File: config.mk
export PLATFORM = sky130hd
export DESIGN_NAME = tww_timer_watchdog
export DESIGN_NICKNAME = d
export VERILOG_FILES = /design/src/verilog/tww_pkg.sv /design/src/verilog/tww_timer_watchdog.sv
export SDC_FILE = /design/constraint.sdc
export NUM_CORES = 1
export LEC_CHECK = 0
export BUFFER_PORTS_ARGS = -buffer_cell sky130_fd_sc_hd__buf_2
export CORE_ASPECT_RATIO = 0.5
export CORE_MARGIN = 2
export CORE_UTILIZATION = 59
export CTS_CLUSTER_DIAMETER = 150
export DETAILED_ROUTE_END_ITERATION = 6
export GPL_TIMING_DRIVEN = 0
export PLACE_DENSITY = 0.83
export SLEW_MARGIN = 0
export SYNTH_ARGS = -nofsm -noshare
export SYNTH_HDL_FRONTEND = slang
export SYNTH_SLANG_ARGS = --single-unit
export TNS_END_PERCENT = 20
File: constraint.sdc
create_clock -name sys_clk -period 3.5 [get_ports sys_clk]
set_input_delay 0.175 -clock sys_clk [delete_from_list [all_inputs] [get_ports sys_clk]]
set_output_delay 0.175 -clock sys_clk [all_outputs]
set_load 0.03 [all_outputs]
File: src/verilog/tww_pkg.sv
// package of the timer, watchdog and wake-up control block
// assumes a 200 MHz sys_clk and a plain register port with 5-bit addresses
package tww_pkg;

   // ***********************
   // timing
   // ***********************
   localparam int CLK_PERIOD_NS = 5;
   localparam int WDT_LONG_NS = 18_000_000;
   localparam int WDT_SHORT_NS = 4_500_000;
   localparam int WDT_STEPS = 256;
   localparam int WDT_LONG_TICK = WDT_LONG_NS / CLK_PERIOD_NS / WDT_STEPS;
   localparam int WDT_SHORT_TICK = WDT_SHORT_NS / CLK_PERIOD_NS / WDT_STEPS;

   // ***********************
   // register offsets
   // ***********************
   localparam logic [4:0] ADDR_TIMER_COUNTER = 5'h01;
   localparam logic [4:0] ADDR_TIMER_CONTROL = 5'h02;
   localparam logic [4:0] ADDR_WATCHDOG_CONTROL = 5'h0E;
   localparam logic [4:0] ADDR_INTERRUPT_FLAGS = 5'h0F;
   localparam logic [4:0] ADDR_WAKEUP_CONTROL = 5'h1D;
   localparam logic [4:0] ADDR_OPTION_CONTROL = 5'h1E;
   localparam logic [4:0] ADDR_INTERRUPT_MASK = 5'h1F;

   // ***********************
   // field positions
   // ***********************
   localparam int WDC_ENABLE_BIT = 7;
   localparam int WDC_PRESCALE_BIT = 3;
   localparam int TMC_IRQ_FLAG_BIT = 6;
   localparam int TMC_SOURCE_BIT = 5;
   localparam int TMC_EDGE_BIT = 4;
   localparam int TMC_PRESCALE_BIT = 3;
   localparam int WKC_ADC_BIT = 2;
   localparam int WKC_CMP_BIT = 1;
   localparam int WKC_PORT_BIT = 0;
   localparam int IRQ_CMP_BIT = 7;
   localparam int IRQ_ADC_BIT = 3;
   localparam int IRQ_PORT_BIT = 1;
   localparam int IRQ_TIMER_BIT = 0;
   localparam int OPT_PERIOD_BIT = 0;

   // ***********************
   // masks and reset values
   // ***********************
   localparam logic [7:0] WDC_RW_MASK = 8'h8F;
   localparam logic [7:0] WKC_RW_MASK = 8'h07;
   localparam logic [7:0] TMC_RW_MASK = 8'hBF;
   localparam logic [7:0] IRQ_USED_MASK = 8'h8B;
   localparam logic [7:0] WDC_RESET = 8'h00;
   localparam logic [7:0] WKC_RESET = 8'h00;
   localparam logic [7:0] TMC_RESET = 8'h00;
   localparam logic [7:0] IRQ_RESET = 8'h00;
   localparam logic [7:0] OPT_RESET = 8'h01;
   localparam logic [7:0] PORT_CHANGE_VECTOR = 8'h06;

   // ***********************
   // carriers
   // ***********************
   typedef struct packed {
      logic wdt_clear;
      logic sleep;
      logic irq_on;
      logic irq_off;
   } tww_instr_s;

   typedef struct packed {
      logic adc_done;
      logic adc_busy;
      logic cmp_change;
      logic port_change;
   } tww_events_s;

   typedef struct packed {
      logic [4:0] addr;
      logic [7:0] wdata;
      logic wr;
      logic rd;
   } tww_bus_s;

endpackage

File: src/verilog/tww_timer_watchdog.sv
// timer/counter, watchdog, both prescalers and sleep wake-up control
// assumes instruction and event pulses come from core logic on sys_clk;
// the timer pin is asynchronous and is synchronised here
//
// Function
// - watchdog control bit 7 enables the watchdog, read and write
// - watchdog prescale enable off gives 1:1, on uses the ratio field
// - watchdog ratio codes 000 to 111 give 1:2 up to 1:256, doubling
// - unused watchdog control bits 6-4 and wake-up bits 7-3 read zero
// - wake-up bit 2 lets adc completion wake the device from sleep
// - wake-up bit 1 lets a comparator output change wake the device
// - wake-up bit 0 lets a port 5 input change wake the device
// - separate 8-bit prescaler counters for the timer and the watchdog
// - any write to the timer counter clears the timer prescaler
// - watchdog-clear and sleep instructions clear watchdog and its prescaler
// - 8-bit timer counts every main clock on internal source, no prescaler
// - external source counts selected rising or falling pin edges, 1:1 or through the timer prescaler
// - internally clocked timer stops while sleeping
// - sleep entered during adc conversion with adc wake keeps timer running
// - watchdog runs from its own free tick and keeps counting in sleep
// - enabled watchdog time-out resets the device, awake or asleep
// - software may enable or disable the watchdog at any time
// - unprescaled time-out is about 18 ms or about 4.5 ms
// - port change wake or interrupt vectors to 006H if irqs on and interrupt mask bit 1 set; a wake with irqs off resumes
// - period option bit 1 selects 18 ms (default), 0 selects 4.5 ms
//
// The address-and-strobe port was chosen for this implementation.
module tww_timer_watchdog
   import tww_pkg::*;
#(
   parameter int WDT_LONG_CYC = WDT_LONG_TICK,
   parameter int WDT_SHORT_CYC = WDT_SHORT_TICK
) (
   input wire logic sys_clk,
   input wire logic rst,
   input wire tww_bus_s bus,
   output logic [7:0] rdata,
   input wire tww_instr_s instr,
   input wire tww_events_s events,
   input wire logic timer_pin,
   output logic sleeping,
   output logic wake,
   output logic wdt_reset,
   output logic vector_take,
   output logic [7:0] vector_addr,
   output logic resume_next,
   output logic irq_enabled
);

   // ***********************
   // prescaler ratio decode
   // ***********************
   // true when the count has reached the end of a 1:2..1:256 period
   function automatic logic ratio_hit(input logic [7:0] cnt, input logic [2:0] code);
      logic [7:0] lim;
      lim = 8'hFF >> (3'h7 - code);
      return (cnt & lim) == lim;
   endfunction

   // ***********************
   // write decode
   // ***********************
   // true when the bus writes the given register this cycle
   function automatic logic wr_to(input tww_bus_s b, input logic [4:0] a);
      return b.wr && b.addr == a;
   endfunction

   // ***********************
   // registers
   // ***********************
   logic [7:0] wdc_q;
   logic [7:0] wkc_q;
   logic [7:0] tmc_q;
   logic [7:0] irq_flag_q;
   logic [7:0] irq_mask_q;
   logic [7:0] opt_q;
   logic [7:0] tcnt_q;
   logic [7:0] tpre_q;
   logic [7:0] wpre_q;
   logic [7:0] wcnt_q;
   logic [13:0] wtick_q;
   logic [7:0] rdata_q;
   logic gie_q;
   logic sleep_q;
   logic keep_run_q;
   logic [2:0] pin_sync_q;
   logic pin_lvl_q;
   logic wdt_reset_q;
   logic vector_q;
   logic resume_q;

   logic wr_tcnt;
   logic pin_stable;
   logic pin_edge;
   logic ext_step;
   logic tim_step;
   logic tcnt_wrap;
   logic wdt_tick;
   logic wdt_step;
   logic wdt_clr;
   logic wdt_timeout;
   logic [13:0] wtick_lim;
   logic wake_now;
   logic port_irq;
   logic wr_flags;
   logic [7:0] irq_set;
   logic [7:0] irq_keep;

   assign wr_tcnt = wr_to(bus, ADDR_TIMER_COUNTER);
   assign wr_flags = wr_to(bus, ADDR_INTERRUPT_FLAGS);

   // ***********************
   // register writes
   // ***********************
   always_ff @(posedge sys_clk or posedge rst) begin
      if (rst) begin
         wdc_q <= WDC_RESET;
         wkc_q <= WKC_RESET;
         tmc_q <= TMC_RESET;
         irq_mask_q <= IRQ_RESET;
         opt_q <= OPT_RESET;
      end else if (bus.wr) begin
         unique case (bus.addr)
            ADDR_WATCHDOG_CONTROL: wdc_q <= bus.wdata & WDC_RW_MASK;
            ADDR_WAKEUP_CONTROL: wkc_q <= bus.wdata & WKC_RW_MASK;
            ADDR_TIMER_CONTROL: tmc_q <= bus.wdata & TMC_RW_MASK;
            ADDR_INTERRUPT_MASK: irq_mask_q <= bus.wdata & IRQ_USED_MASK;
            ADDR_OPTION_CONTROL: opt_q <= bus.wdata & 8'h01;
            default: ;
         endcase
      end
   end

   // ***********************
   // read port
   // ***********************
   always_ff @(posedge sys_clk or posedge rst) begin
      if (rst) begin
         rdata_q <= 8'h00;
      end else if (bus.rd) begin
         unique case (bus.addr)
            ADDR_TIMER_COUNTER: rdata_q <= tcnt_q;
            ADDR_TIMER_CONTROL: rdata_q <= tmc_q | {1'b0, gie_q, 6'h00};
            ADDR_WATCHDOG_CONTROL: rdata_q <= wdc_q;
            ADDR_INTERRUPT_FLAGS: rdata_q <= irq_flag_q;
            ADDR_WAKEUP_CONTROL: rdata_q <= wkc_q;
            ADDR_OPTION_CONTROL: rdata_q <= opt_q;
            ADDR_INTERRUPT_MASK: rdata_q <= irq_mask_q;
            default: rdata_q <= 8'h00;
         endcase
      end else begin
         rdata_q <= 8'h00;
      end
   end

   assign rdata = rdata_q;

   // ***********************
   // global interrupt enable
   // ***********************
   always_ff @(posedge sys_clk or posedge rst) begin
      if (rst) begin
         gie_q <= 1'b0;
      end else if (instr.irq_on) begin
         gie_q <= 1'b1;
      end else if (instr.irq_off) begin
         gie_q <= 1'b0;
      end
   end

   // ***********************
   // sleep state
   // ***********************
   assign wake_now = sleep_q && ((events.adc_done && wkc_q[WKC_ADC_BIT])
      || (events.cmp_change && wkc_q[WKC_CMP_BIT])
      || (events.port_change && wkc_q[WKC_PORT_BIT]));

   always_ff @(posedge sys_clk or posedge rst) begin
      if (rst) begin
         sleep_q <= 1'b0;
         keep_run_q <= 1'b0;
      end else if (wake_now || wdt_timeout) begin
         sleep_q <= 1'b0;
         keep_run_q <= 1'b0;
      end else if (instr.sleep) begin
         sleep_q <= 1'b1;
         keep_run_q <= events.adc_busy && wkc_q[WKC_ADC_BIT];
      end
   end

   // ***********************
   // timer pin synchroniser
   // ***********************
   always_ff @(posedge sys_clk or posedge rst) begin
      if (rst) begin
         pin_sync_q <= 3'h0;
      end else begin
         pin_sync_q <= {pin_sync_q[1:0], timer_pin};
      end
   end

   assign pin_stable = pin_sync_q[1] == pin_sync_q[2];

   always_ff @(posedge sys_clk or posedge rst) begin
      if (rst) begin
         pin_lvl_q <= 1'b0;
      end else if (pin_stable) begin
         pin_lvl_q <= pin_sync_q[2];
      end
   end

   // edge select 0 counts rising, 1 counts falling
   assign pin_edge = pin_stable && pin_sync_q[2] != pin_lvl_q
      && pin_sync_q[2] == !tmc_q[TMC_EDGE_BIT];

   // ***********************
   // timer prescaler and counter
   // ***********************
   always_ff @(posedge sys_clk or posedge rst) begin
      if (rst) begin
         tpre_q <= 8'h00;
      end else if (wr_tcnt || !tmc_q[TMC_SOURCE_BIT]) begin
         tpre_q <= 8'h00;
      end else if (pin_edge && tmc_q[TMC_PRESCALE_BIT]) begin
         tpre_q <= ratio_hit(tpre_q, tmc_q[2:0]) ? 8'h00 : tpre_q + 8'h01;
      end
   end

   assign ext_step = pin_edge && (!tmc_q[TMC_PRESCALE_BIT] || ratio_hit(tpre_q, tmc_q[2:0]));
   assign tim_step = tmc_q[TMC_SOURCE_BIT] ? ext_step
      : (!sleep_q || keep_run_q);
   assign tcnt_wrap = tim_step && tcnt_q == 8'hFF;

   always_ff @(posedge sys_clk or posedge rst) begin
      if (rst) begin
         tcnt_q <= 8'h00;
      end else if (wr_tcnt) begin
         tcnt_q <= bus.wdata;
      end else if (tim_step) begin
         tcnt_q <= tcnt_q + 8'h01;
      end
   end

   // ***********************
   // interrupt flags
   // ***********************
   // software writes 0 to clear a flag; a same-cycle event keeps it set
   always_comb begin
      irq_set = 8'h00;
      irq_set[IRQ_CMP_BIT] = events.cmp_change;
      irq_set[IRQ_ADC_BIT] = events.adc_done;
      irq_set[IRQ_PORT_BIT] = events.port_change;
      irq_set[IRQ_TIMER_BIT] = tcnt_wrap && !wr_tcnt;
      irq_keep = wr_flags ? irq_flag_q & bus.wdata : irq_flag_q;
   end

   always_ff @(posedge sys_clk or posedge rst) begin
      if (rst) begin
         irq_flag_q <= IRQ_RESET;
      end else begin
         irq_flag_q <= irq_keep | irq_set;
      end
   end

   // ***********************
   // watchdog tick, prescaler and counter
   // ***********************
   assign wtick_lim = opt_q[OPT_PERIOD_BIT] ? 14'(WDT_LONG_CYC - 1) : 14'(WDT_SHORT_CYC - 1);
   assign wdt_tick = wtick_q >= wtick_lim;
   assign wdt_clr = instr.wdt_clear || instr.sleep || !wdc_q[WDC_ENABLE_BIT];

   always_ff @(posedge sys_clk or posedge rst) begin
      if (rst) begin
         wtick_q <= 14'h0000;
      end else if (wdt_tick) begin
         wtick_q <= 14'h0000;
      end else begin
         wtick_q <= wtick_q + 14'h0001;
      end
   end

   always_ff @(posedge sys_clk or posedge rst) begin
      if (rst) begin
         wpre_q <= 8'h00;
      end else if (wdt_clr || !wdc_q[WDC_PRESCALE_BIT]) begin
         wpre_q <= 8'h00;
      end else if (wdt_tick) begin
         wpre_q <= ratio_hit(wpre_q, wdc_q[2:0]) ? 8'h00 : wpre_q + 8'h01;
      end
   end

   assign wdt_step = wdt_tick && (!wdc_q[WDC_PRESCALE_BIT] || ratio_hit(wpre_q, wdc_q[2:0]));
   assign wdt_timeout = !wdt_clr && wdt_step && wcnt_q == 8'hFF;

   always_ff @(posedge sys_clk or posedge rst) begin
      if (rst) begin
         wcnt_q <= 8'h00;
      end else if (wdt_clr) begin
         wcnt_q <= 8'h00;
      end else if (wdt_step) begin
         wcnt_q <= wcnt_q + 8'h01;
      end
   end

   always_ff @(posedge sys_clk or posedge rst) begin
      if (rst) begin
         wdt_reset_q <= 1'b0;
      end else begin
         wdt_reset_q <= wdt_timeout;
      end
   end

   // ***********************
   // wake and vector outputs
   // ***********************
   assign port_irq = events.port_change && irq_mask_q[IRQ_PORT_BIT]
      && (!sleep_q || wkc_q[WKC_PORT_BIT]);

   always_ff @(posedge sys_clk or posedge rst) begin
      if (rst) begin
         vector_q <= 1'b0;
         resume_q <= 1'b0;
      end else begin
         vector_q <= port_irq && gie_q;
         resume_q <= wake_now && !gie_q;
      end
   end

   assign sleeping = sleep_q;
   assign wake = wake_now;
   assign wdt_reset = wdt_reset_q;
   assign vector_take = vector_q;
   assign vector_addr = PORT_CHANGE_VECTOR;
   assign resume_next = resume_q;
   assign irq_enabled = gie_q;

endmodule

; Word-level counts from Yosys, hierarchy flattened
; Cells that the tools add are included.
; Widths: inputs -> output; s select.
[op_classes]
add_sub_neg = 7
multipliers = 0
div_mod_pow = 0
order_cmp = 1
n_eq_ne = 14
shift = 2
mux = 22
bitwise = 5
n_reduce_logical = 51
[ops]
columns = op, n
row1 = $mux 8, 12
row2 = $pmux 8 s7, 1
row3 = $add 8x1->8 const B, 4
row4 = $mux 14, 2
row5 = $and 8x8->8, 3
row6 = $logic_and 1x1->1, 20
row7 = $eq 8x8->1, 2
row8 = $eq 8x8->1 const B, 2
row9 = $shr 8x3->8 const A, 2
row10 = $eq 5x5->1 const B, 3
row11 = $add 14x1->14 const B, 1
row12 = $ge 14x14->1, 1
row13 = $reduce_bool 2->1, 6
row14 = $logic_or 1x1->1, 11
row15 = $eq 5x4->1 const B, 2
row16 = $reduce_and 2->1, 5
row17 = $logic_not 1->1, 9
row18 = $or 8x7->8, 1
row19 = $or 8x8->8, 1
row20 = $mux 1, 7
row21 = $sub 3x3->3 const A, 2
row22 = $eq 5x1->1 const B, 1
row23 = $eq 5x2->1 const B, 1
row24 = $eq 1x1->1, 2
row25 = $ne 1x1->1, 1
[totals]
register_bits = 92
latchBits = 0
ram_bits = 0
romBits = 0
input_bits = 26
output_inout_bits = 22
word_cells = 122
memories = 0

; Depth between registers and ports, before layout
[logic_depth]
ltp_word = 10
depth_mapped = 9
mapped_depth_nobuf = 8

; Least setup slack after synthesis
; No wires, ideal clock.
[synth_path]
kind = register to register
startpoint = reg opt_q[0]
endpoint = reg wcnt_q[7]
setup_time_ps = 78
arrival_ps = 2684
required_ps = 3422
path_slack_ps = 738
path_stages_with_launch = 9
n_path_buf = 0
period_less_slack_ps = 2762
cell_sequence = dfstp_2 -> inv_1 -> ha_1 -> nand4_1 -> or4_1 -> o211ai_1 -> nand2_1 -> or4_1 -> a21oi_1
[synth_via]
elab_chain_cells = 4
[synth_rtl]
columns = element, line
row1 = from (decl), tww_timer_watchdog.sv:76  ; logic [7:0] opt_q;
row2 = from (signal assigned), tww_timer_watchdog.sv:128  ; ADDR_OPTION_CONTROL: opt_q <= bus.wdata & 8'h01;
row3 = $mux 14, tww_timer_watchdog.sv:268  ; assign wtick_lim = opt_q[OPT_PERIOD_BIT] ? 14'(WDT_LONG_CYC - 1) : 14'(WDT_SHORT_CYC - 1);
row4 = $ge 14x14->1, tww_timer_watchdog.sv:269  ; assign wdt_tick = wtick_q >= wtick_lim;
row5 = $logic_and 1x1->1, tww_timer_watchdog.sv:292  ; assign wdt_step = wdt_tick && (!wdc_q[WDC_PRESCALE_BIT] || ratio_hit(wpre_q, wdc_q[2:0]));
row6 = $reduce_bool 2->1 (no source line), n/a
row7 = to (signal assigned), tww_timer_watchdog.sv:301  ; wcnt_q <= wcnt_q + 8'h01;
row8 = to (decl), tww_timer_watchdog.sv:80  ; logic [7:0] wcnt_q;
; Every way passes these cells.
; A chain may end at the register's enable or synchronous reset.

; Worst setup path after layout
[layout_path]
startpoint = reg opt_q[0]
endpoint = reg wtick_q[12]
[layout_via]
elab_chain_cells = 3
[layout_rtl]
columns = element, line
row1 = $mux 14, tww_timer_watchdog.sv:268
row2 = $ge 14x14->1, tww_timer_watchdog.sv:269
row3 = $mux 14, tww_timer_watchdog.sv:275  ; end else if (wdt_tick) begin
row4 = to (signal assigned), tww_timer_watchdog.sv:278  ; wtick_q <= wtick_q + 14'h0001;
row5 = to (decl), tww_timer_watchdog.sv:81  ; logic [13:0] wtick_q;
; Every way passes these cells.

==> key figures <==
STA
  – Relative max-transition margin: 21.7%
  – Skew final: 0.00478 ns
  – Final setup fails: 0
  – Tcrit/Tclk final: 91.9%
  – Fin crit period: 3.22 ns
  – RSZ-0062 raised after global routing: false
  – Worst Tran Pin Value: roughly 1.2 ns
  – Total negative slack: 0 ns
  – Max Clk Rate: between 300 and 400 MHz
  – Pins Over Slew Limit: 0
  – Final hold violations: 0
  – Final hold slack: 0.0106 ns

Layout
  – Fillers: 553
  – ANT cells: 0
  – Share of cells above drive strength 1: 16.5%
  – Most frequent cells in the layout: dfrtp_1, nor2_1, buf_2
  – Area growth syn-to-layout: 14.5%
  – Commonest non-fill, non-tap cell in the layout: dfrtp_1
  – Nets: about 570
  – Post-route design area: between 5000 and 6000 um^2

Die
  – Die width: 130 um
  – Io pins: 48
  – Initial Util: 62.6%
  – Die ar.: between 8000 and 9000 um^2
  – Die Height: 67.2 um
  – Core Box Area: 7510 um^2
  – Site row count: 22

Global routing
  – Global route overflow: 0
  – Initial antenna violation count: 0
  – First-pass GRT wire length: 17,400 um
  – GRT Util Overall: a little over a quarter
  – Vias in the first global route: 3,530
  – Largest net degree at the start of global routing: 75

Synth
  – Post-synthesis compound-gate area fraction: between 10% and 20%
  – FF+latch count, synth: 92
  – Seq/Total Area, Yosys: 48.9%
  – Synth area leaders: dfrtp_1, mux2_2, ha_1
  – Primary FF master, synth: dfrtp_1
  – Post-synth top area share: 48.4%
  – Biggest area consumer among synthesized cells: dfrtp_1
  – Post-Syn Instances: 469
  – Syn_area_per_cell: ~10 um^2
  – Post-synthesis mux area share: 5.18%
  – Mapped cell area: about 4700 um^2
  – Post-Synth Adder-Cell Area: 4.20%
  – Synth Area in Simple Gates: 19.1%
  – Post-synthesis xor/xnor area fraction: about 3.5%
  – Largest family of logic cells by synthesized area: simple AND/OR/NAND/NOR gates
  – EDFF count, synth: 0
  – Ys Warns: 0
  – Asr flop ratio synth: between 90% and 100%
  – Post-synth cell types: 56

Worst setup path
  – Worst Path Required: 3.71 ns
  – Critical path endpoint: wtick_q[12]
  – Setup CP Type: reg -> reg
  – Worst reg2reg path depth: 8
  – CP startpoint: opt_q[0]
  – Worst R2R End: wtick_q[12]
  – Startpoint Class: flip-flop
  – Largest stage delay, worst path: 0.60 ns
  – R2R setup slack: 0.28 ns
  – Worst Setup End Kind: flip-flop
  – Crit-path slowest cell: dfstp_2
  – Cells along the critical path: inv_1 -> ha_1 -> nand4_1 -> or4_1 -> o211ai_1 -> clkbuf_1 -> clkbuf_1 -> nor2_1
  – R2R Path Start: opt_q[0]
  – Worst-path fanout max: 10
  – Most used cell, CP: clkbuf_1
  – Signal arrival time at the worst endpoint: 3.43 ns

Power
  – Total power: ~2.7 mW
  – Flop pwr share: 48.4%
  – Logic pwr share: between 15 and 20%
  – Clk network pwr share: 35.0%
  – VDD IR max: about 300 uV
  – Switch share: 28.8%
  – Pwr dens: 499 nW/um^2
  – LEAKAGE: 2.44 nW
  – Cell-internal power: 1.92 mW
  – Psw: 776 uW

Clocking
  – Postcts setup bufs: 0
  – # resized after CTS: 0
  – Total CTS buffers: 9
  – Clock root cell: clkbuf_16
  – TritonCTS clock tree: done
  – H-tree levels: 3
  – Clk_lat worst skew: approximately 0.34 ns
  – Hold-fix buffers, CTS: 2
  – Sink Count: 92
  – Clock buffer depth: 2
  – Reg clk slew, reported paths: 0.06 ns

Placement
  – Detailed Place HPWL: 7310 um
  – Final Wtd Congestion: 0.894
  – Port Buffers: 39
  – Placed Area: 5090 um^2

Drt
  – Vias: 3,781
  – WL/cell: 16.2 um
  – DRC violations left: 0
  – Via/cell ratio: a little under 6
  – Router iterations before antenna repair: 5
  – Aggregate routed wire length: 10,400 um
  – DRT iter0 DRCs: 330
  – ANT nets after route: 0

Job
  – Max Cap Viol: 0

Min path
  – HP Class: in -> reg

Run status
  – Status: finished clean
## critical path: cells and delay by family (launching register included)
family / cells / cell delay, ns
buf+inv: 3 / 0.98
simple gates: 3 / 0.78
flops: 1 / 0.60
compound gates: 1 / 0.38
fa+ha+maj: 1 / 0.34
## stage by stage
stage / std cells / utilization [%] / setup WS (ns)
2_1_floorplan: 475 / - / 0.738
6_report: 641 / 71.7 / 0.282
3_3_place_gp: 622 / 67.3 / -0.0818
5_1_grt: 641 / 71.7 / 0.0400
4_1_cts: 641 / 71.7 / 0.267
3_5_place_dp: 623 / 67.7 / 0.278
## per-layer routing
| metal | vias to the layer above | global-route usage, % | share of wire (%) |
|---|---|---|---|
| li1 | 1820 | - | - |
| met1 | 1822 | 34.7 | 45 |
| met2 | 124 | 43.0 | 48 |
| met3 | 15 | 7.21 | 6.3 |
| met4 | 0 | 7.93 | 1.4 |
| met5 | - | 0 | 0 |
## worst min-delay path by stage
stage | startpoint | to | slack, ns | cells past startpoint
floorplan | timer_pin | pin_sync_q[0] | 0.21 | 0
finish | instr[1] | irq_enabled | 0.01 | 2
global placement | timer_pin | pin_sync_q[0] | 0.29 | 1
global route | instr[1] | irq_enabled | 0.01 | 2
CTS | instr[1] | irq_enabled | 0.005 | 2
detailed placement | rst | wtick_q[0] | 0.15 | 2
## power groups by stage
| stage | registers, mW | logic, mW | clock network [mW] |
|---|---|---|---|
| 3_3_place_gp | 1.31 | 0.418 | 0 |
| 3_5_place_dp | 1.32 | 0.441 | 0 |
| 4_1_cts | 1.30 | 0.448 | 0.952 |
| 6_report | 1.30 | 0.448 | 0.941 |
| 5_1_grt | 1.32 | 0.503 | 1.01 |
| 2_1_floorplan | 1.28 | 0.324 | 0 |
## logic make-up (layout without fill, tap and decap cells)
kind of cell             count (synthesis)  in the layout
AO/OA/AOI/OAI                          109            109
buffers and inverters                   32             90
AND/OR/NAND/NOR                        177            177
multiplexers                            22             22
flip-flops                              92             92
adder cells (fa/ha/maj)                 16             16
other                                    2              8
XOR/XNOR                                19             19
## cells in the mapped netlist, drive strengths merged (2+ instances only)
cell	count
inv	15
o22ai	2
o31a	2
a21boi	2
o21a	4
nand4	7
a22oi	11
xor2	13
a211oi	3
clkbuf	7
conb	2
buf	10
nand2	35
nor4bb	2
ha	15
or3	4
or2	2
and4	4
nand2b	19
dfrtp	91
xnor2	6
and3	9
a21o	3
o21ai	29
mux2	19
nor2	49
mux2i	3
a31oi	12
and2	2
a21oi	15
nand3	21
or4	9
nor3	7
o211ai	3
nor2b	3
a222oi	4
a22o	2
o31ai	8
## state kept, by name, indices dropped and copies added, names as in the netlist, 3 cells and up
name / cells
irq_flag_q: 8
irq_mask_q: 4
pin_sync_q: 3
rdata: 8
tcnt_q: 8
tmc_q: 7
tpre_q: 8
wcnt_q: 8
wdc_q: 5
wkc_q: 3
wpre_q: 8
wtick_q: 14
## layout make-up
class                   count  area [um^2]  area share, %
plain buffers              17          110           2.04
well taps                 108          135           2.51
flip-flops and latches     92         2300           42.7
inverters                  15         58.8           1.09
repair buffers             42          243           4.50
clock inverters             3         40.0          0.743
multi-input cells         351         2260           41.9
clock buffers              13          240           4.46
Note: power is estimated with default switching activity, not from simulation.
